$ cat src/core/dcsp_pkg.sv
// Constants, status and command layout and register map of the dual-card serial control port
`default_nettype none
package dcsp_pkg;
   localparam int WORD_W = 16;
   localparam logic [15:0] CMD_RESET = 16'h0000;
   localparam logic [15:0] STATUS_RESET = 16'h0000;
   // Command word fields
   localparam int CMD_B_VSEL_LO = 0;
   localparam int CMD_B_SELECT = 2;
   localparam int CMD_PULLUP_DIS = 3;
   localparam int CMD_A_VSEL_LO = 8;
   localparam int CMD_A_SELECT = 10;
   // Status word fields
   localparam int ST_B_ELEC = 4;
   localparam int ST_B_ATR = 5;
   localparam int ST_B_PRESENT = 7;
   localparam int ST_A_ELEC = 12;
   localparam int ST_A_ATR = 13;
   localparam int ST_A_PRESENT = 15;
   // Timing
   localparam int CLK_MHZ = 250;
   localparam int DEBOUNCE_MS = 35;
   localparam int DEBOUNCE_CYC = DEBOUNCE_MS * CLK_MHZ * 1000;
   localparam int DEACT_MAX_US = 30;
   localparam int DEACT_MAX_CYC = DEACT_MAX_US * CLK_MHZ;
   localparam int DEB_CNT_W = 24;
   // AHB-Lite register map, byte addresses
   localparam int ADDR_W = 4;
   localparam logic [3:0] REG_STATUS = 4'h0;
   localparam logic [3:0] REG_COMMAND = 4'h4;
   localparam logic [3:0] REG_CONFIG = 4'h8;
   localparam logic [31:0] CONFIG_RESET = 32'h0000_0000;
   localparam int CFG_DETECT_HIGH = 0;
   localparam logic [1:0] HTRANS_NONSEQ = 2'h2;
   localparam logic HRESP_OKAY = 1'b0;
endpackage : dcsp_pkg
`default_nettype wire

$ cat src/core/dcsp_sync.sv
// Two-flop synchroniser for a group of pins from outside the clock domain
`timescale 1ns/100ps
`default_nettype none
module dcsp_sync #(
   parameter int W = 1
) (
   input wire logic ref_clk,
   input wire logic rst,
   input wire logic [W-1:0] async_in,
   output logic [W-1:0] sync_out
);
   logic [W-1:0] meta_r;
   logic [W-1:0] meta_nxt;
   logic [W-1:0] sync_nxt;

   // First stage feeds only the second stage
   always_comb
   begin
      meta_nxt = async_in;
      sync_nxt = meta_r;
   end

   always_ff @(posedge ref_clk)
   begin
      if (rst)
      begin
         meta_r <= '0;
         sync_out <= '0;
      end
      else
      begin
         meta_r <= meta_nxt;
         sync_out <= sync_nxt;
      end
   end
endmodule : dcsp_sync
`default_nettype wire

$ cat src/core/dcsp_top.sv
// Dual-card serial control port with fault logic and AHB-Lite register window
`timescale 1ns/100ps
`default_nettype none
module dcsp_top #(
   parameter int unsigned DEBOUNCE_CYCLES = dcsp_pkg::DEBOUNCE_CYC
) (
   input wire logic ref_clk,
   input wire logic rst,
   input wire logic hsel,
   input wire logic [31:0] haddr,
   input wire logic [1:0] htrans,
   input wire logic hwrite,
   input wire logic [2:0] hsize,
   input wire logic [31:0] hwdata,
   input wire logic hready,
   output logic hreadyout,
   output logic hresp,
   output logic [31:0] hrdata,
   input wire logic sclk_pin,
   input wire logic din_pin,
   input wire logic load_strobe_n,
   output logic dout_pin,
   input wire logic card_detect_input_a,
   input wire logic card_detect_input_b,
   input wire logic supply_low_monitor_n,
   input wire logic elec_fault_in_a,
   input wire logic elec_fault_in_b,
   input wire logic atr_timeout_in_a,
   input wire logic atr_timeout_in_b,
   input wire logic card_reset_a,
   input wire logic card_reset_b,
   output logic fault_n_o,
   output logic fault_n_oe,
   output logic line_pullup_en,
   output logic [1:0] chan_a_vsel,
   output logic [1:0] chan_b_vsel,
   output logic chan_a_select,
   output logic chan_b_select,
   output logic inter_card_link,
   output logic deact_a,
   output logic deact_b
);
   localparam int NPIN = 11;

   logic [NPIN-1:0] pins_raw;
   logic [NPIN-1:0] pins_s;
   logic sclk_s;
   logic din_s;
   logic ld_n_s;
   logic det_a_s;
   logic det_b_s;
   logic uv_n_s;
   logic efa_s;
   logic efb_s;
   logic ata_s;
   logic atb_s;
   logic rsta_s;
   logic rstb_s;
   logic rstb_inv;

   // Idle-high pins pass the synchroniser inverted so its cleared state is their idle level;
   // otherwise reset would be followed by a false clock edge, strobe edge or supply fault
   localparam logic [NPIN-1:0] IDLE_HIGH = 11'h521;

   // Every pin is brought onto ref_clk before any logic looks at it
   assign pins_raw = {sclk_pin, din_pin, load_strobe_n, card_detect_input_a,
      card_detect_input_b, supply_low_monitor_n, elec_fault_in_a, elec_fault_in_b,
      atr_timeout_in_a, atr_timeout_in_b, card_reset_a} ^ IDLE_HIGH;

   dcsp_sync #(
      .W(NPIN)
   ) u_sync_pins (
      .ref_clk(ref_clk),
      .rst(rst),
      .async_in(pins_raw),
      .sync_out(pins_s)
   );

   dcsp_sync #(
      .W(1)
   ) u_sync_rstb (
      .ref_clk(ref_clk),
      .rst(rst),
      .async_in(~card_reset_b),
      .sync_out(rstb_inv)
   );

   assign rstb_s = ~rstb_inv;
   assign {sclk_s, din_s, ld_n_s, det_a_s, det_b_s, uv_n_s, efa_s, efb_s, ata_s, atb_s,
      rsta_s} = pins_s ^ IDLE_HIGH;

   // Serial port state
   logic sclk_d_r;
   logic ld_d_r;
   logic [15:0] shift_r;
   logic [15:0] shift_nxt;
   logic [15:0] cmd_r;
   logic [15:0] cmd_nxt;
   logic dout_r;
   logic dout_nxt;
   logic sclk_rise;
   logic ld_fall;
   logic ld_rise;

   // Fault and presence state
   logic [1:0] present_r;
   logic [1:0] present_nxt;
   logic [dcsp_pkg::DEB_CNT_W-1:0] deb_cnt_r [2];
   logic [dcsp_pkg::DEB_CNT_W-1:0] deb_cnt_nxt [2];
   logic [1:0] elec_err_r;
   logic [1:0] elec_err_nxt;
   logic [1:0] atr_err_r;
   logic [1:0] atr_err_nxt;
   logic fault_r;
   logic fault_nxt;
   logic [15:0] status_w;
   logic [1:0] det_raw;
   logic [1:0] vsel_cmd [2];
   logic [1:0] ef_in;
   logic [1:0] at_in;
   logic [1:0] rst_in;

   // Register window state
   logic detect_high_r;
   logic detect_high_nxt;
   logic wr_pend_r;
   logic wr_pend_nxt;
   logic [3:0] wr_addr_r;
   logic [3:0] wr_addr_nxt;
   logic [31:0] hrdata_nxt;
   logic addr_ok;

   assign sclk_rise = sclk_s & ~sclk_d_r;
   assign ld_fall = ~ld_n_s & ld_d_r;
   assign ld_rise = ld_n_s & ~ld_d_r;

   // Index 1 is channel A, index 0 is channel B
   assign det_raw[1] = detect_high_r ? det_a_s : ~det_a_s;
   assign det_raw[0] = detect_high_r ? det_b_s : ~det_b_s;
   assign ef_in = {efa_s, efb_s};
   assign at_in = {ata_s, atb_s};
   assign rst_in = {rsta_s, rstb_s};
   assign vsel_cmd[1] = cmd_r[dcsp_pkg::CMD_A_VSEL_LO +: 2];
   assign vsel_cmd[0] = cmd_r[dcsp_pkg::CMD_B_VSEL_LO +: 2];

   always_comb
   begin
      status_w = dcsp_pkg::STATUS_RESET;
      status_w[dcsp_pkg::ST_A_PRESENT] = present_r[1];
      status_w[dcsp_pkg::ST_B_PRESENT] = present_r[0];
      status_w[dcsp_pkg::ST_A_ELEC] = elec_err_r[1];
      status_w[dcsp_pkg::ST_A_ATR] = atr_err_r[1];
      status_w[dcsp_pkg::ST_B_ELEC] = elec_err_r[0];
      status_w[dcsp_pkg::ST_B_ATR] = atr_err_r[0];
   end

   // Serial shift path; edges found by sampling the host clock on ref_clk
   always_comb
   begin
      shift_nxt = shift_r;
      cmd_nxt = cmd_r;
      if (ld_rise)
      begin
         shift_nxt = status_w;
      end
      else if (sclk_rise)
      begin
         shift_nxt = {shift_r[14:0], din_s};
      end
      if (ld_fall)
      begin
         cmd_nxt = shift_r;
      end
      // Transparent while the strobe is low: output follows live card A presence
      dout_nxt = ld_n_s ? shift_nxt[15] : present_nxt[1];
   end

   // Presence debounce, card faults and the fault line
   always_comb
   begin
      for (int c = 0; c < 2; c++)
      begin
         deb_cnt_nxt[c] = deb_cnt_r[c];
         present_nxt[c] = present_r[c];
         if (!det_raw[c])
         begin
            // Removal is seen at once so a pulled card is shut down fast
            deb_cnt_nxt[c] = '0;
            present_nxt[c] = 1'b0;
         end
         else if (!present_r[c])
         begin
            if (32'(deb_cnt_r[c]) + 32'd1 >= DEBOUNCE_CYCLES)
            begin
               present_nxt[c] = 1'b1;
            end
            else
            begin
               deb_cnt_nxt[c] = deb_cnt_r[c] + 1'b1;
            end
         end
         elec_err_nxt[c] = elec_err_r[c];
         if (vsel_cmd[c] == 2'b00)
         begin
            elec_err_nxt[c] = 1'b0;
         end
         // Set terms follow the clear so a fault in the clearing cycle is kept
         if (ef_in[c])
         begin
            elec_err_nxt[c] = 1'b1;
         end
         if ((vsel_cmd[c] != 2'b00) && !present_r[c])
         begin
            elec_err_nxt[c] = 1'b1;
         end
         if (!uv_n_s)
         begin
            elec_err_nxt[c] = 1'b1;
         end
         atr_err_nxt[c] = atr_err_r[c];
         if (!rst_in[c])
         begin
            atr_err_nxt[c] = 1'b0;
         end
         if (at_in[c])
         begin
            atr_err_nxt[c] = 1'b1;
         end
      end
      fault_nxt = |{elec_err_nxt, atr_err_nxt};
   end

   // Register window: zero wait states, always OKAY
   assign addr_ok = hsel & hready & (htrans == dcsp_pkg::HTRANS_NONSEQ);

   always_comb
   begin
      // Writes above the map are dropped, not aliased onto the low offsets
      wr_pend_nxt = addr_ok & hwrite & (haddr[31:dcsp_pkg::ADDR_W] == '0);
      wr_addr_nxt = haddr[dcsp_pkg::ADDR_W-1:0];
      detect_high_nxt = detect_high_r;
      if (wr_pend_r && (wr_addr_r == dcsp_pkg::REG_CONFIG))
      begin
         detect_high_nxt = hwdata[dcsp_pkg::CFG_DETECT_HIGH];
      end
      hrdata_nxt = hrdata;
      if (addr_ok && !hwrite)
      begin
         hrdata_nxt = 32'h0000_0000;
         if (haddr[31:dcsp_pkg::ADDR_W] == '0)
         begin
            unique case (haddr[dcsp_pkg::ADDR_W-1:0])
               dcsp_pkg::REG_STATUS: hrdata_nxt = {16'h0000, status_w};
               dcsp_pkg::REG_COMMAND: hrdata_nxt = {16'h0000, cmd_r};
               // Forward a write still in its data phase
               dcsp_pkg::REG_CONFIG: hrdata_nxt = {31'h0000_0000, detect_high_nxt};
               default: hrdata_nxt = 32'h0000_0000;
            endcase
         end
      end
   end

   always_ff @(posedge ref_clk)
   begin
      if (rst)
      begin
         sclk_d_r <= 1'b1;
         ld_d_r <= 1'b1;
         shift_r <= dcsp_pkg::STATUS_RESET;
         cmd_r <= dcsp_pkg::CMD_RESET;
         dout_r <= 1'b0;
         present_r <= 2'b00;
         deb_cnt_r[0] <= '0;
         deb_cnt_r[1] <= '0;
         elec_err_r <= 2'b00;
         atr_err_r <= 2'b00;
         fault_r <= 1'b0;
         detect_high_r <= dcsp_pkg::CONFIG_RESET[dcsp_pkg::CFG_DETECT_HIGH];
         wr_pend_r <= 1'b0;
         wr_addr_r <= 4'h0;
         hrdata <= 32'h0000_0000;
      end
      else
      begin
         sclk_d_r <= sclk_s;
         ld_d_r <= ld_n_s;
         shift_r <= shift_nxt;
         cmd_r <= cmd_nxt;
         dout_r <= dout_nxt;
         present_r <= present_nxt;
         deb_cnt_r[0] <= deb_cnt_nxt[0];
         deb_cnt_r[1] <= deb_cnt_nxt[1];
         elec_err_r <= elec_err_nxt;
         atr_err_r <= atr_err_nxt;
         fault_r <= fault_nxt;
         detect_high_r <= detect_high_nxt;
         wr_pend_r <= wr_pend_nxt;
         wr_addr_r <= wr_addr_nxt;
         hrdata <= hrdata_nxt;
      end
   end

   assign hreadyout = 1'b1;
   assign hresp = dcsp_pkg::HRESP_OKAY;
   assign dout_pin = dout_r;

   // Only ever pulls low; the board pull-up gives the high level
   assign fault_n_o = 1'b0;
   assign fault_n_oe = fault_r;

   // Command acts straight from the register loaded on the strobe fall
   assign line_pullup_en = ~cmd_r[dcsp_pkg::CMD_PULLUP_DIS];
   // A channel with an electrical fault is held powered down until software clears it
   assign chan_a_vsel = elec_err_r[1] ? 2'b00 : vsel_cmd[1];
   assign chan_b_vsel = elec_err_r[0] ? 2'b00 : vsel_cmd[0];
   assign deact_a = elec_err_r[1];
   assign deact_b = elec_err_r[0];
   assign chan_a_select = cmd_r[dcsp_pkg::CMD_A_SELECT] & present_r[1];
   assign chan_b_select = cmd_r[dcsp_pkg::CMD_B_SELECT] & present_r[0];
   assign inter_card_link = chan_a_select & chan_b_select;
endmodule : dcsp_top
`default_nettype wire

$ cat config.mk
export PLATFORM = sky130hd
export DESIGN_NAME = dcsp_top
export DESIGN_NICKNAME = d
export VERILOG_FILES = /design/src/core/dcsp_pkg.sv /design/src/core/dcsp_sync.sv /design/src/core/dcsp_top.sv
export SDC_FILE = /design/constraint.sdc
export NUM_CORES = 1
export LEC_CHECK = 0
export BUFFER_PORTS_ARGS = -buffer_cell sky130_fd_sc_hd__buf_2
export CORE_MARGIN = 5
export CORE_UTILIZATION = 40
export CTS_CLUSTER_DIAMETER = 30
export DETAILED_ROUTE_END_ITERATION = 7
export PLACE_DENSITY_LB_ADDON = 0.08
export SLEW_MARGIN = 15
export SYNTH_ARGS = -nofsm -noshare
export SYNTH_HDL_FRONTEND = slang
export SYNTH_SLANG_ARGS = --single-unit
$ cat constraint.sdc
create_clock -name ref_clk -period 5.4 [get_ports ref_clk]
set_input_delay 0 -clock ref_clk [delete_from_list [all_inputs] [get_ports ref_clk]]
set_output_delay 0 -clock ref_clk [all_outputs]
set_load 0.005 [all_outputs]
Word-level counts from Yosys, hierarchy flattened
Memory sizes are Yosys's and may differ from the RTL's.
Cells that the tools add are included.
{"block": "op_classes", "reduce_logical": 17, "n_mux": 38, "bitwise_logic": 22, "n_lt_le_gt_ge": 2, "n_eq_ne": 4, "add_sub_neg": 4}
{"op": "$mux 24", "count": 8}
{"op": "$add 24x1->25 const B", "count": 2}
{"op": "$ge 25x24->1 const B", "count": 2}
{"op": "$add 24x1->24 const B", "count": 2}
{"op": "$mux 16", "count": 3}
{"op": "$pmux 16 s3", "count": 1}
{"op": "$logic_not 28->1", "count": 1}
{"op": "$mux 1", "count": 24}
{"op": "$and 1x1->1", "count": 10}
{"op": "$eq 4x4->1 const B", "count": 2}
{"op": "$not 1->1", "count": 8}
{"op": "$not 4->4", "count": 2}
{"op": "$reduce_bool 2->1", "count": 3}
{"op": "$eq 4x3->1 const B", "count": 1}
{"op": "$logic_and 1x1->1", "count": 4}
{"op": "$logic_not 2->1", "count": 2}
{"op": "$logic_not 4->1", "count": 1}
{"op": "$mux 2", "count": 2}
{"op": "$reduce_or 2->1", "count": 2}
{"op": "$reduce_or 4->1", "count": 1}
{"op": "$logic_not 1->1", "count": 3}
{"op": "$eq 2x2->1 const B", "count": 1}
{"op": "$or 1x1->1", "count": 2}
{"block": "totals", "input_bits": 86, "word_cells": 108, "register_bits": 104, "out_inout_bits": 47, "mem_count": 1, "ramBits": 48}
{"memory": "deb_cnt_r", "words": 2, "word_bits": 24, "rd": 2, "rd_clocked_by_memory_dff": 0, "write_ports": 2, "line": "dcsp_top.sv:108", "text": "logic [dcsp_pkg::DEB_CNT_W-1:0] deb_cnt_r [2];"}

Depth between registers and ports, before layout
An unclocked memory read counts as a cell.
{"block": "logic_depth", "word_depth": 7, "ltp_mapped": 12, "mapped_depth_nobuf": 9}

Modules after synthesis
Synthesis repeated with hierarchy kept, for this count alone.
{"block": "hier_totals", "hier_cells": 783, "hier_area_um2": 6463.7}
{"mod": "dcsp_top", "seq_area_each_um2": 2242.2, "cells_each": 733, "n_inst": 1, "area_per_inst_um2": 5770.5}
{"mod": "dcsp_sync (u_sync_pins)", "seq_area_each_um2": 440.4, "cells_each": 46, "n_inst": 1, "area_per_inst_um2": 640.6}
{"mod": "dcsp_sync (u_sync_rstb)", "seq_area_each_um2": 40.0, "cells_each": 4, "n_inst": 1, "area_per_inst_um2": 52.6}

Worst setup path after synthesis
OpenSTA, ideal clock, no wires.
{"block": "synth_path", "path_kind": "flip-flop to flip-flop", "startpoint": "memory deb_cnt_r[0][0] (netlist name)", "endpoint": "memory deb_cnt_r[0][11] (netlist name)", "path_slack_ns": 2.674, "stages_incl_launch_ff": 12, "setup_ns": 0.071, "synth_period_minus_slack_ns": 2.726, "n_path_buf": 2, "t_arrival_ns": 2.655, "t_required_ns": 5.329, "path_cell_list": "dfxtp_1 > ha_1 > clkbuf_1 > inv_1 > nor2_1 > a2111oi_0 > o22ai_1 > o31ai_2 > nand3_1 > clkbuf_1 > or4_1 > a21oi_1"}
{"element": "from (decl)", "line": "dcsp_top.sv:108"}

==> summary.md <==
| Metric | Value |
|---|---|
| Status | `finished clean` |
| CTS tree | `done` |
| Crit Path Class | `reg -> reg` |
| Total power | `2.258 mW` |
| Max-cap violations | `0` |
| Leak pwr | `2.890 nW` |
| Synth unique cells | `70` |
| Syn_area_per_cell | `8.190 um^2` |
| Synth Register Bits | `136` |
| Startpoint types | `flip-flop` |
| 1st-iter DRT viols | `360` |
| Row count | `46` |
| Initial antenna violation count | `0` |
| Switching Share | `0.2185` |
| Ant diodes | `0` |
| Post CTS Setup Buffer Count | `0` |
| CP Max Fanout | `32` |
| YS warnings | `0` |
| Area leader, netlist | `dfxtp_1` |
| WL per Instance | `14.84 um` |
| WP data required | `5.73 ns` |
| Nets | `959` |
| PD cells | `292.2 nW/um^2` |
| Asr flop ratio synth | `0` |
| Fraction of power consumed by sequential logic | `0.459` |
| Clk pwr share | `0.499` |
| Final Instance Area | `7729 um^2` |
| Setup crit end kind | `flip-flop` |
| Most frequent cells in the layout | `136 x dfxtp_1, 112 x nand2_1, 79 x buf_2, 67 x nor2_1, 66 x a21oi_1` |
| CTS sink cnt | `136` |
| Fin Hold WS | `0.03701 ns` |
| R2R cell count | `8` |
| Starting Density | `0.4105` |
| Slew @ Worst Pin | `1.012 ns` |
| RSZ-0062 raised after global routing | `false` |
| Dpl ws | `1.525 ns` |
| Area contributors post-synth | `dfxtp_1 42%, nand2_1 6.4%, a21oi_1 5.0%` |
| Fmax | `254.5 MHz` |
| Fin. Hold Viols | `0` |
| Vias in the first global route | `5,554` |
| Largest net degree at the start of global routing | `54` |
| CTS root buf | `clkbuf_16` |
| Setup violators final | `0` |
| Die Area | `19,020 um^2` |
| Hold Crit Depth | `2` |
| First-pass GRT wire length | `27,030 um` |
| Clock latency on the worst-skew pair | `0.41 ns` |
| Share of cells above drive strength 1 | `0.1576` |
| Max VDD drop | `222.6 uV` |
| Drt via density | `5.372` |
| Mapped Cells | `799` |
| Detailed-route DRC error count | `0` |
| Slew HR | `0.3236` |
| Number of synthesized flops with an enable pin | `0` |
| DR vias | `5,898` |
| Die W | `137.9 um` |
| Switch Pwr | `0.4935 mW` |
| Area fraction of the dominant cell type after synthesis | `0.4161` |
| Total gr overflow | `0` |
| RD Place Congestion | `0.8561` |
| Detailed Place HPWL | `11,400 um` |
| Clk pin slew, worst setup/hold paths | `0.06 ns` |
| Hold Path Class | `in -> reg` |
| Final period util | `0.7277` |
| Most used DFF post-synth | `dfxtp_1` |
| PortBufs | `79` |
| Filler cells | `1,551` |
| Tmin final | `3.930 ns` |
| Final setup TNS | `0 ns` |
| Clock skew | `0.009146 ns` |
| Final WL | `16,300 um` |
| Syn Std Cell Area | `6544 um^2` |
| I/O pin count | `133` |
| Worst setup margin | `1.470 ns` |
| Die H | `137.9 um` |
| Area Growth Syn to Fin | `18.11%` |
| Fin. max-slew vios | `0` |
| Arrival @ worst endpoint | `4.26 ns` |
| CTS Buffer Depth | `2` |
| Pre-antenna DRT Iters | `5` |
| H-tree depth | `4` |
| Commonest non-fill, non-tap cell in the layout | `dfxtp_1` |
| Power Internal | `1.765 mW` |
| Sequential share of the synthesized area | `0.4161` |
| Area after DPL | `6959 um^2` |
| Total GRT Usage | `0.1761` |
| CTS Buf Count | `17` |
| Final ANT Viol Nets | `0` |
| Core area | `15,940 um^2` |
| Logic gate share of total power | `0.042` |
-- layer usage --
layer  vias to the layer above  share of wire  GRT usage
met5                         -              0          0
met4                         0          0.012    0.05379
met3                        17          0.048    0.03411
met2                       142           0.45     0.2760
met1                      2765           0.49     0.2459
li1                       2974              -          -
-- cells in the mapped netlist (all sizes together), types with 15 or more instances --
library cell,count
nor4,15
dfxtp,136
nand4,28
a22oi,15
clkbuf,27
o21ai,37
nand2,112
a21oi,67
inv,18
nor2b,28
nor2,67
buf,39
or3,28
nand3,27
-- cells by family after synthesis --
logic type	Yosys count	share of synthesized area
xor gates and xnor gates	13	0.01740
AOI/OAI and AO/OA	180	0.1788
and+or+nand+nor	372	0.3038
other	2	0.001148
buffers and inverters	84	0.06290
DFF	136	0.4161
muxes	10	0.01606
adders and majority gates	2	0.003823
-- area by class of cell --
class	instances	area [um^2]	area share
Clock buffer	20	456.7	0.05909
Timing Repair Buffer	102	615.6	0.07965
Inverter	18	67.56	0.008742
Multi-Input combinational cell	596	3473	0.4494
Tap cell	216	270.3	0.03497
Sequential cell	136	2723	0.3523
Clock inverter	10	122.6	0.01587
-- worst paths after layout --
kind                       startpoint                to  slack [ns]
min                               rst      wr_addr_r[3]        0.04
max reg2reg           deb_cnt_r[0][2]  deb_cnt_r[0][19]        1.47
max                   deb_cnt_r[0][2]  deb_cnt_r[0][19]        1.47
min reg2reg  u_sync_pins.sync_out[10]          sclk_d_r        0.41
-- through the flow --
stage                     instances    util
after CTS                      1098  0.4848
final                          1098  0.4848
after floorplan                 816       -
after global routing           1098  0.4848
after global placement         1049  0.4365
after detailed placement       1049  0.4365
-- sequential cells by signal (all words and copies together), names as in the netlist, 2 cells and up --
register              cells
atr_err_r                 2
deb_cnt_r                48
cmd_r                    16
shift_r                  16
elec_err_r                2
u_sync_pins.meta_r       11
hrdata                   16
present_r                 2
u_sync_pins.sync_out     11
wr_addr_r                 4
-- critical path, stage by stage (launching register included) --
cell and delay [ns]:
dfxtp_1 0.50, nand4_2 0.29, nor4_4 0.54, nand2_1 0.17, xnor2_1 0.16, o31ai_2 0.50
nand3_1 0.83, or4_1 0.70, a21oi_1 0.15
-- power groups by stage --
stage / clock, mW / sequential [mW] / combinational [mW]
floorplan: 0 / 1.05 / 0.0624
global placement: 0 / 1.06 / 0.0852
detailed placement: 0 / 1.06 / 0.0863
CTS: 1.15 / 1.04 / 0.0962
global route: 1.19 / 1.04 / 0.109
finish: 1.13 / 1.04 / 0.0959
-- what timing repair did --
item | CTS | global route
hold buffers | 19 | 0
gates resized for setup | 0 | 0
hold endpoints to repair | 18 | 0
No activity file was read; power rests on OpenSTA's default activity.
